## config.mk

```make
export PLATFORM = sky130hd
export DESIGN_NAME = spi_master_clock_select_timing
export DESIGN_NICKNAME = d
export VERILOG_FILES = /design/src/hdl/spi_timing_pkg.sv /design/src/hdl/word_stream_if.sv /design/src/hdl/spi_master_clock_select_timing.sv /design/src/hdl/word_fifo.sv
export VERILOG_INCLUDE_DIRS = /design/src /design/src/hdl
export SDC_FILE = /design/constraint.sdc
export NUM_CORES = 1
export LEC_CHECK = 0
export ABC_AREA = 0
export BUFFER_PORTS_ARGS = -buffer_cell sky130_fd_sc_hd__buf_2
export CAP_MARGIN = 20
export CORE_MARGIN = 5
export CORE_UTILIZATION = 41
export CTS_BUF_LIST = sky130_fd_sc_hd__clkbuf_2
export CTS_CLUSTER_DIAMETER = 30
export DETAILED_ROUTE_END_ITERATION = 8
export PLACE_DENSITY = 0.59
export SYNTH_ARGS = -nofsm -noshare
export SYNTH_HDL_FRONTEND = slang
export SYNTH_SLANG_ARGS = --single-unit
```

## constraint.sdc

```tcl
create_clock -name REF_CLK_I -period 9.8 [get_ports REF_CLK_I]
set_input_delay 1.96 -clock REF_CLK_I [delete_from_list [all_inputs] [get_ports REF_CLK_I]]
set_output_delay 1.96 -clock REF_CLK_I [all_outputs]
set_load 0.02 [all_outputs]
```

## src/hdl/spi_timing_cfg.svh

```systemverilog
/*
 * Constants of the master serial clock and select sequencer: control bit
 * positions, divider limits and timing counts.
 * Assumes it is included by bare name from design files only.
 */
`ifndef SPI_TIMING_CFG_SVH
`define SPI_TIMING_CFG_SVH

// Control bit positions within the operation and configuration registers.
`define OPCTL_MASTER_BIT     2
`define OPCTL_PHASE_BIT      3
`define CFGCTL_POLARITY_BIT  6

// Serial period, in peripheral clock periods, for the small divider values.
`define SERIAL_PERIOD_FIXED  8'h04
// Divider values up to this one use the fixed period.
`define DIVIDER_FIXED_LIMIT  7'h02
// Period limits, in peripheral clock periods.
`define SERIAL_PERIOD_MIN      4
`define SERIAL_PERIOD_MAX_EVEN 128
`define SERIAL_PERIOD_MIN_ODD  5
`define SERIAL_PERIOD_MAX_ODD  127

// Reset values of the pins and the word length and FIFO depth defaults.
`define SELECT_IDLE_LEVEL    1'b1
`define MOSI_RESET_LEVEL     1'b0
`define WORD_WIDTH_DEFAULT   8
`define FIFO_DEPTH_DEFAULT   8

`endif

```

## src/hdl/spi_timing_pkg.sv

```systemverilog
/*
 * Types of the master serial clock and select sequencer.
 * Assumes nothing of its surroundings.
 */
package spi_timing_pkg;

  // Gray coded along idle, lead, first phase, second phase.
  typedef enum logic [1:0] {
    ST_IDLE   = 2'b00,
    ST_LEAD   = 2'b01,
    ST_FIRST  = 2'b11,
    ST_SECOND = 2'b10
  } seq_state_e;

  typedef logic [7:0] period_t;

endpackage

```

## src/hdl/word_stream_if.sv

```systemverilog
/*
 * Valid/ready word stream into and out of the sequencer's transmit FIFO.
 * Assumes a single clock shared by both ends.
 */
interface word_stream_if #(
  parameter int WIDTH = 8
);
  logic             valid;
  logic             ready;
  logic [WIDTH-1:0] data;

  modport src (output valid, output data, input  ready);
  modport snk (input  valid, input  data, output ready);
endinterface

```

## src/hdl/spi_master_clock_select_timing.sv

```systemverilog
/*
 * Master side serial clock generation and select sequencing, clock phase
 * one, with a transmit FIFO ahead of the shifter.
 * Assumes REF_CLK_I is the low-speed peripheral clock and that all inputs
 * are synchronous to it.
 */
`include "spi_timing_cfg.svh"

// Summary of operation
// - Serial period is four or divider plus one.
// - Period spans 4..128, or 5..127 when odd.
// - Odd period: first phase half cycle shorter.
// - Run only with master and phase-one bits set.
// - Polarity bit chooses idle and active clock levels.
// - Select asserts half period before first edge.
// - Select releases half period after last sample.
// - Select stays low across back-to-back words.
module spi_master_clock_select_timing #(
  parameter int WORD_W     = `WORD_WIDTH_DEFAULT,
  parameter int FIFO_DEPTH = `FIFO_DEPTH_DEFAULT
) (
  input  wire logic              REF_CLK_I,
  input  wire logic              RST_B_I,
  input  wire logic [7:0]        OPERATION_CONTROL_REG_I,
  input  wire logic [7:0]        CONFIGURATION_CONTROL_REG_I,
  input  wire logic [6:0]        BAUD_DIVIDER_I,
  input  wire logic [WORD_W-1:0] TX_DATA_I,
  input  wire logic              TX_VALID_I,
  output logic                   TX_READY_O,
  output logic [WORD_W-1:0]      RX_DATA_O,
  output logic                   RX_VALID_O,
  output logic                   BUSY_O,
  output logic                   SERIAL_CLOCK_PIN_O,
  output logic                   MASTER_OUT_PIN_O,
  input  wire logic              MASTER_IN_PIN_I,
  output logic                   SLAVE_SELECT_PIN_B_O
);

  localparam int BW = $clog2(WORD_W + 1);

  word_stream_if #(.WIDTH(WORD_W)) tx_fill ();
  word_stream_if #(.WIDTH(WORD_W)) tx_drain ();

  word_fifo #(
    .WIDTH (WORD_W),
    .DEPTH (FIFO_DEPTH)
  ) u_tx_fifo (
    .clk_i   (REF_CLK_I),
    .rst_b_i (RST_B_I),
    .fill    (tx_fill.snk),
    .drain   (tx_drain.src)
  );

  assign tx_fill.valid = TX_VALID_I;
  assign tx_fill.data  = TX_DATA_I;
  assign TX_READY_O    = tx_fill.ready;

  // Control bits.
  logic master_en;
  logic phase_one;
  logic polarity;
  logic run_en;

  assign master_en = OPERATION_CONTROL_REG_I[`OPCTL_MASTER_BIT];
  assign phase_one = OPERATION_CONTROL_REG_I[`OPCTL_PHASE_BIT];
  assign polarity  = CONFIGURATION_CONTROL_REG_I[`CFGCTL_POLARITY_BIT];
  assign run_en    = master_en & phase_one;

  // Period from the divider setting.
  spi_timing_pkg::period_t period_sel;
  spi_timing_pkg::period_t first_len_sel;
  spi_timing_pkg::period_t second_len_sel;

  always_comb begin
    if (BAUD_DIVIDER_I <= `DIVIDER_FIXED_LIMIT) begin
      period_sel = `SERIAL_PERIOD_FIXED;
    end else begin
      period_sel = {1'b0, BAUD_DIVIDER_I} + 8'h01;
    end
    // An odd period puts the spare cycle into the second phase.
    first_len_sel  = period_sel >> 1;
    second_len_sel = period_sel - first_len_sel;
  end

  // Sequencer state.
  spi_timing_pkg::seq_state_e state_r;
  spi_timing_pkg::seq_state_e state_nxt;
  spi_timing_pkg::period_t    cnt_r;
  spi_timing_pkg::period_t    cnt_nxt;
  spi_timing_pkg::period_t    first_len_r;
  spi_timing_pkg::period_t    first_len_nxt;
  spi_timing_pkg::period_t    second_len_r;
  spi_timing_pkg::period_t    second_len_nxt;
  logic                       pol_r;
  logic                       pol_nxt;
  logic [BW-1:0]              bits_r;
  logic [BW-1:0]              bits_nxt;
  logic [WORD_W-1:0]          tx_sh_r;
  logic [WORD_W-1:0]          tx_sh_nxt;
  logic [WORD_W-1:0]          rx_sh_r;
  logic [WORD_W-1:0]          rx_sh_nxt;
  logic [WORD_W-1:0]          rx_data_r;
  logic [WORD_W-1:0]          rx_data_nxt;
  logic                       rx_valid_r;
  logic                       rx_valid_nxt;
  logic                       sclk_r;
  logic                       sclk_nxt;
  logic                       mosi_r;
  logic                       mosi_nxt;
  logic                       sel_b_r;
  logic                       sel_b_nxt;
  logic                       pop;
  logic                       last_bit;
  logic                       cnt_done;

  assign cnt_done = (cnt_r == 8'h01);
  assign last_bit = (bits_r == BW'(1));

  always_comb begin
    state_nxt      = state_r;
    cnt_nxt        = cnt_r;
    first_len_nxt  = first_len_r;
    second_len_nxt = second_len_r;
    pol_nxt        = pol_r;
    bits_nxt       = bits_r;
    tx_sh_nxt      = tx_sh_r;
    rx_sh_nxt      = rx_sh_r;
    rx_data_nxt    = rx_data_r;
    rx_valid_nxt   = 1'b0;
    sclk_nxt       = sclk_r;
    mosi_nxt       = mosi_r;
    sel_b_nxt      = sel_b_r;
    pop            = 1'b0;
    case (state_r)
      spi_timing_pkg::ST_IDLE: begin
        sclk_nxt  = polarity;
        sel_b_nxt = `SELECT_IDLE_LEVEL;
        if (run_en && tx_drain.valid) begin
          pop            = 1'b1;
          first_len_nxt  = first_len_sel;
          second_len_nxt = second_len_sel;
          pol_nxt        = polarity;
          tx_sh_nxt      = tx_drain.data << 1;
          mosi_nxt       = tx_drain.data[WORD_W-1];
          bits_nxt       = BW'(WORD_W);
          sel_b_nxt      = 1'b0;
          // The lead lasts the longer half, never less than half a period.
          cnt_nxt        = second_len_sel;
          state_nxt      = spi_timing_pkg::ST_LEAD;
        end
      end
      spi_timing_pkg::ST_LEAD: begin
        cnt_nxt = cnt_r - 8'h01;
        if (cnt_done) begin
          // First edge samples the bit driven a half period ago.
          sclk_nxt  = ~pol_r;
          rx_sh_nxt = {rx_sh_r[WORD_W-2:0], MASTER_IN_PIN_I};
          cnt_nxt   = first_len_r;
          state_nxt = spi_timing_pkg::ST_FIRST;
        end
      end
      spi_timing_pkg::ST_FIRST: begin
        cnt_nxt = cnt_r - 8'h01;
        if (cnt_done) begin
          sclk_nxt = pol_r;
          cnt_nxt  = second_len_r;
          bits_nxt = bits_r - BW'(1);
          if (!last_bit) begin
            mosi_nxt  = tx_sh_r[WORD_W-1];
            tx_sh_nxt = tx_sh_r << 1;
            state_nxt = spi_timing_pkg::ST_SECOND;
          end else begin
            rx_data_nxt  = rx_sh_r;
            rx_valid_nxt = 1'b1;
            if (run_en && tx_drain.valid) begin
              // Next word follows with the select held low.
              pop       = 1'b1;
              tx_sh_nxt = tx_drain.data << 1;
              mosi_nxt  = tx_drain.data[WORD_W-1];
              bits_nxt  = BW'(WORD_W);
              state_nxt = spi_timing_pkg::ST_SECOND;
            end else begin
              // Half a period after the last sampling edge.
              sel_b_nxt = `SELECT_IDLE_LEVEL;
              state_nxt = spi_timing_pkg::ST_IDLE;
            end
          end
        end
      end
      spi_timing_pkg::ST_SECOND: begin
        cnt_nxt = cnt_r - 8'h01;
        if (cnt_done) begin
          sclk_nxt  = ~pol_r;
          rx_sh_nxt = {rx_sh_r[WORD_W-2:0], MASTER_IN_PIN_I};
          cnt_nxt   = first_len_r;
          state_nxt = spi_timing_pkg::ST_FIRST;
        end
      end
      default: begin
        state_nxt = spi_timing_pkg::ST_IDLE;
      end
    endcase
  end

  assign tx_drain.ready = pop;

  always_ff @(posedge REF_CLK_I) begin
    if (!RST_B_I) begin
      state_r      <= spi_timing_pkg::ST_IDLE;
      cnt_r        <= '0;
      first_len_r  <= '0;
      second_len_r <= '0;
      pol_r        <= 1'b0;
      bits_r       <= '0;
      tx_sh_r      <= '0;
      rx_sh_r      <= '0;
      rx_data_r    <= '0;
      rx_valid_r   <= 1'b0;
      sclk_r       <= 1'b0;
      mosi_r       <= `MOSI_RESET_LEVEL;
      sel_b_r      <= `SELECT_IDLE_LEVEL;
    end else begin
      state_r      <= state_nxt;
      cnt_r        <= cnt_nxt;
      first_len_r  <= first_len_nxt;
      second_len_r <= second_len_nxt;
      pol_r        <= pol_nxt;
      bits_r       <= bits_nxt;
      tx_sh_r      <= tx_sh_nxt;
      rx_sh_r      <= rx_sh_nxt;
      rx_data_r    <= rx_data_nxt;
      rx_valid_r   <= rx_valid_nxt;
      sclk_r       <= sclk_nxt;
      mosi_r       <= mosi_nxt;
      sel_b_r      <= sel_b_nxt;
    end
  end

  assign SERIAL_CLOCK_PIN_O   = sclk_r;
  assign MASTER_OUT_PIN_O     = mosi_r;
  assign SLAVE_SELECT_PIN_B_O = sel_b_r;
  assign RX_DATA_O            = rx_data_r;
  assign RX_VALID_O           = rx_valid_r;
  assign BUSY_O               = (state_r != spi_timing_pkg::ST_IDLE);

endmodule // spi_master_clock_select_timing

```

## src/hdl/word_fifo.sv

```systemverilog
/*
 * Flip-flop FIFO with valid/ready on both sides.
 * Assumes one clock and a synchronous active-low reset.
 */
module word_fifo #(
  parameter int WIDTH = 8,
  parameter int DEPTH = 8
) (
  input  wire logic   clk_i,
  input  wire logic   rst_b_i,
  word_stream_if.snk  fill,
  word_stream_if.src  drain
);
  localparam int AW = $clog2(DEPTH);

  logic [WIDTH-1:0] mem_r [DEPTH];
  logic [AW-1:0]    wr_r;
  logic [AW-1:0]    wr_nxt;
  logic [AW-1:0]    rd_r;
  logic [AW-1:0]    rd_nxt;
  logic [AW:0]      cnt_r;
  logic [AW:0]      cnt_nxt;
  logic             push;
  logic             pop;

  assign fill.ready  = (cnt_r != (AW+1)'(DEPTH));
  assign drain.valid = (cnt_r != '0);
  assign drain.data  = mem_r[rd_r];
  assign push        = fill.valid & fill.ready;
  assign pop         = drain.valid & drain.ready;

  always_comb begin
    wr_nxt  = push ? ((wr_r == AW'(DEPTH-1)) ? '0 : wr_r + 1'b1) : wr_r;
    rd_nxt  = pop ? ((rd_r == AW'(DEPTH-1)) ? '0 : rd_r + 1'b1) : rd_r;
    cnt_nxt = cnt_r + (AW+1)'(push) - (AW+1)'(pop);
  end

  always_ff @(posedge clk_i) begin
    if (!rst_b_i) begin
      wr_r  <= '0;
      rd_r  <= '0;
      cnt_r <= '0;
    end else begin
      wr_r  <= wr_nxt;
      rd_r  <= rd_nxt;
      cnt_r <= cnt_nxt;
    end
  end

  always_ff @(posedge clk_i) begin
    if (push) begin
      mem_r[wr_r] <= fill.data;
    end
  end
endmodule // word_fifo

```

==> results.txt <==
The maximum clock path buffer count came out at 2. The residual overflow from global routing came out at 0. STA classifies the critical path startpoint as an input port. The maximum fanout along the worst path came out at 4.

The number of antenna diodes in the final layout is 0. At the later pin of the worst-skew pair, clock insertion delay measures 0.71 ns. The fmax is 0.242 GHz.

The number of placement rows is 45. On the critical path the largest part of the delay comes from simple AND/OR/NAND/NOR gates. The run finished with clean final reports. Measured against its own limit, the worst slew margin works out to 0.422. The worst hold path stage count came out at 2. Across every metal layer, demand over resource in global routing totals 0.146. For this run, the leading register cell type out of synthesis is sky130_fd_sc_hd__dfxtp_1. Once detailed placement completed, the half-perimeter wirelength came to 8710 um. The met3 track utilization from global routing is 0.0386. The required time reported for the critical path endpoint is 10.42 ns. The actual slew at the worst max-slew pin is 0.866 ns. The I/O pin count is 49. The total vias in the final route is 4317.

The iteration count of the initial detailed-routing pass came out at 5. The number of antenna violations at the first check in global routing was 0. The tightest hold path in the finished design has a slack of 0.452 ns. The number of different library cells used by synthesis comes to 76. Traced cell by cell, the critical path runs through buf_2 -> or4_1 -> nor3_1 -> nor2_1 -> ha_1 -> nor2b_1 -> o31a_1 -> o311ai_2 -> or4b_1 -> o211ai_1. The number of buffers inserted for hold repair after clock tree synthesis is 0. The fraction of registers with async set/reset is 0. The number of nets in the final layout came out at 648. The layer with the highest usage is met2. The worst hold path begins at tx_sh_r[0]$_SDFFE_PN0P_. The global routing met1 resource utilization came out at 0.186. The endpoint of the worst hold-timing path is tx_sh_r[0]$_SDFFE_PN0P_. The max-cap check violation count came out at 0.

The peak ir drop on the vdd network is 165 uV. The number of nets with antenna violations after routing is 0. The clock buffer count from CTS came out at 17.

In this run the critical register-to-register path is launched from bits_r[1]$_SDFFE_PN0P_. The final hold violation count came out at 0. The core outline area came out at 15300 um^2.

Clock-pin slew was measured on the worst setup and hold paths at 0.19 ns. Setup repair after global routing left no endpoint under its margin. The fraction of the yosys area taken by sequential cells is 0.519. The starting utilization of the core area came out at 0.421. Ranked by total cell area, the synthesized netlist is headed by sky130_fd_sc_hd__edfxtp_1 30%, sky130_fd_sc_hd__dfxtp_1 22%, sky130_fd_sc_hd__mux4_2 5.6%. The post-CTS repair timing setup buffer count came out at 0. The die area is 18300 um^2. The type of destination of the critical path is a register. The area occupied by multi-input gates came out at 2850 um^2. The power per cell area came out at 217 nW/um^2.

After filler insertion, the fill cell instance count of the layout stands at 1454. The pin count of the biggest net entering global routing is 79. The cell count after synthesis is 553.

After detailed routing, the total wire length is 13000 um. The depth of the worst register-to-register path is 12. The post-layout total power is 0.00153 W.

The fraction of layout cells with a size suffix above 1 is 0.184. The standby leakage power came out at 2.61 nW. The worst path arrival time is 4.75 ns. The tree built by TritonCTS fans out to 135 sinks. The wire length per cell is 16.0 um. The count of flip-flops with a built-in enable after synthesis came out at 64.

The synthesis-to-layout area growth came out at 9.44%. At the end of the flow the core is filled with cells to 0.460. The via count of the first global-routing pass is 4186. The placer congestion estimate came out at 0.782.

Subtracting the final worst setup slack from the clock period gives 4.12 ns. The number of gates given a new drive strength after cts came out at 0. The setup-violating endpoint count in the final report is 0. The horizontal extent of the die came out at 135 um. The share of synthesized area in the top cell type comes to 0.298. The average cell area after synthesis is 11.6 um^2. The synthesis warning total is 0. The period utilization is 0.421. The H-tree depth came out at 4. The height of the die came out at 135 um.

Across the whole layout, storage elements account for 3340 um^2. The cell type with the highest aggregate area in the netlist is sky130_fd_sc_hd__edfxtp_1. The number of buffers and inverters on the critical path is 1. The post-synthesis instance area came out at 6440 um^2.

After the first detailed-routing iteration, the DRC count stood at 261. The final sum of negative setup slack is 0 ns. The endpoint identified for the worst register-to-register timing path is u_tx_fifo.cnt_r[2]$_SDFF_PN0_. The total count of max-transition violations in the final report is 0. Between clock sinks in the finished design, the worst skew comes to 0.0365 ns. The worst-path cell with the longest stage delay is sky130_fd_sc_hd__or4_1. The cell at the root of the clock tree is sky130_fd_sc_hd__clkbuf_2. TritonCTS built the clock tree. After synthesis the netlist holds a flip-flop and latch count of 135. The remaining routing DRC violations is 0. The classification of the worst-slack hold path is reg -> reg. In the global route stage, met2 resource usage came out at 0.241. The worst setup path is of the in -> reg kind. The global-route wire length before repair came out at 20800 um. The flop-to-flop setup slack is 5.83 ns. The count of input and output buffers came out at 35. The net count of the mapped netlist came out at 616. The number of vias per cell came out at 5.34. The critical path's largest stage delay came out at 0.53 ns.
==> report_power, final <==
part           total [W]  switching, W  internal [W]
combinational   0.000494      0.000282      0.000213
clock           0.000313      0.000215     0.0000983
sequential      0.000721     0.0000629      0.000658
==> sequential cells by signal, summed over array words and instances, names as in the netlist, 2 cells and up, named ones only <==
name	count
rx_sh_r	8
RX_DATA_O	8
cnt_r	8
bits_r	4
u_tx_fifo.wr_r	3
u_tx_fifo.rd_r	3
second_len_r	8
u_tx_fifo.cnt_r	4
u_tx_fifo.mem_r	64
tx_sh_r	8
state_r	2
first_len_r	7
==> metal layers <==
layer | vias to the layer above | part of all wire
li1 | 2128 | -
met1 | 2097 | 0.46
met2 | 73 | 0.48
met3 | 19 | 0.045
met4 | 0 | 0.017
met5 | - | 0
==> cell families (layout without fill, tap and decap cells) <==
family	count (synthesis)	after routing	synth area share
muxes	40	40	0.0933
DFF	135	135	0.519
adders and majority gates	28	28	0.0567
buffers and inverters	58	103	0.0377
AOI/OAI and AO/OA	125	125	0.145
and+or+nand+nor	153	153	0.130
xor gates and xnor gates	14	14	0.0190
==> area by class of cell <==
class,instances,area share
clock inverter,12,0.0169
tap,211,0.0375
multi-input combinational,360,0.405
timing repair buffer,45,0.0383
clock buffer,20,0.0142
sequential,135,0.474
inverter,26,0.0138
==> layout by cell type, fill, tap and decap left out, types with 4 or more instances in the layout <==
master / n
sky130_fd_sc_hd__a21boi_1: 11
sky130_fd_sc_hd__a21oi_1: 19
sky130_fd_sc_hd__and2_1: 4
sky130_fd_sc_hd__buf_2: 35
sky130_fd_sc_hd__buf_4: 9
sky130_fd_sc_hd__clkbuf_2: 20
sky130_fd_sc_hd__dfxtp_1: 71
sky130_fd_sc_hd__edfxtp_1: 64
sky130_fd_sc_hd__ha_1: 26
sky130_fd_sc_hd__inv_1: 26
sky130_fd_sc_hd__inv_6: 4
sky130_fd_sc_hd__mux2i_1: 24
sky130_fd_sc_hd__mux4_2: 16
sky130_fd_sc_hd__nand2_1: 46
sky130_fd_sc_hd__nand3_1: 22
sky130_fd_sc_hd__nor2_1: 18
sky130_fd_sc_hd__nor2b_1: 18
sky130_fd_sc_hd__nor3_1: 10
sky130_fd_sc_hd__nor3b_1: 4
sky130_fd_sc_hd__o211a_1: 8
sky130_fd_sc_hd__o211ai_1: 6
sky130_fd_sc_hd__o21a_1: 7
sky130_fd_sc_hd__o21ai_0: 19
sky130_fd_sc_hd__o21ai_1: 4
sky130_fd_sc_hd__o221ai_1: 8
sky130_fd_sc_hd__o22ai_1: 8
sky130_fd_sc_hd__xnor2_1: 7
sky130_fd_sc_hd__xor2_1: 7
==> through the flow <==
stage,setup WS [ns],instance area (um^2),instances
3_5_place_dp,5.00,6830,777
2_1_floorplan,5.36,6440,553
6_report,5.68,7050,809
3_3_place_gp,5.02,6800,776
5_1_grt,5.56,7050,809
4_1_cts,5.75,7050,809
==> how the worst max path moves through the flow <==
stage                            from                       endpoint  cells past startpoint
3_5_place_dp        BAUD_DIVIDER_I[4]          cnt_r[7]$_SDFFE_PN0P_                     10
5_1_grt        bits_r[1]$_SDFFE_PN0P_  u_tx_fifo.cnt_r[2]$_SDFF_PN0_                     12
4_1_cts             BAUD_DIVIDER_I[4]          cnt_r[7]$_SDFFE_PN0P_                     10
6_report            BAUD_DIVIDER_I[4]          cnt_r[7]$_SDFFE_PN0P_                     10
3_3_place_gp        BAUD_DIVIDER_I[4]          cnt_r[7]$_SDFFE_PN0P_                     10
2_1_floorplan       BAUD_DIVIDER_I[4]          cnt_r[7]$_SDFFE_PN0P_                      9
==> Yosys cell counts (10+ instances only) <==
library cell               number
sky130_fd_sc_hd__edfxtp_1      64
sky130_fd_sc_hd__nor3_1        10
sky130_fd_sc_hd__nand2_1       46
sky130_fd_sc_hd__mux4_2        16
sky130_fd_sc_hd__a21boi_1      11
sky130_fd_sc_hd__o21ai_0       19
sky130_fd_sc_hd__inv_1         26
sky130_fd_sc_hd__ha_1          26
sky130_fd_sc_hd__nor2_1        18
sky130_fd_sc_hd__nand3_1       22
sky130_fd_sc_hd__mux2i_1       24
sky130_fd_sc_hd__dfxtp_1       71
sky130_fd_sc_hd__a21oi_1       19
sky130_fd_sc_hd__clkbuf_1      18
sky130_fd_sc_hd__nor2b_1       18
==> worst reg2reg max path: stages (launching register included) <==
cell,delay (ns)
sky130_fd_sc_hd__dfxtp_1,0.36
sky130_fd_sc_hd__inv_1,0.09
sky130_fd_sc_hd__ha_1,0.16
sky130_fd_sc_hd__nor3b_1,0.60
sky130_fd_sc_hd__nand4_1,0.80
sky130_fd_sc_hd__a211oi_4,0.65
sky130_fd_sc_hd__ha_1,0.32
sky130_fd_sc_hd__inv_1,0.06
sky130_fd_sc_hd__ha_1,0.15
sky130_fd_sc_hd__inv_1,0.06
sky130_fd_sc_hd__fa_1,0.38
sky130_fd_sc_hd__xnor2_1,0.13
sky130_fd_sc_hd__and2_1,0.15
No activity file was read; power rests on OpenSTA's default activity.
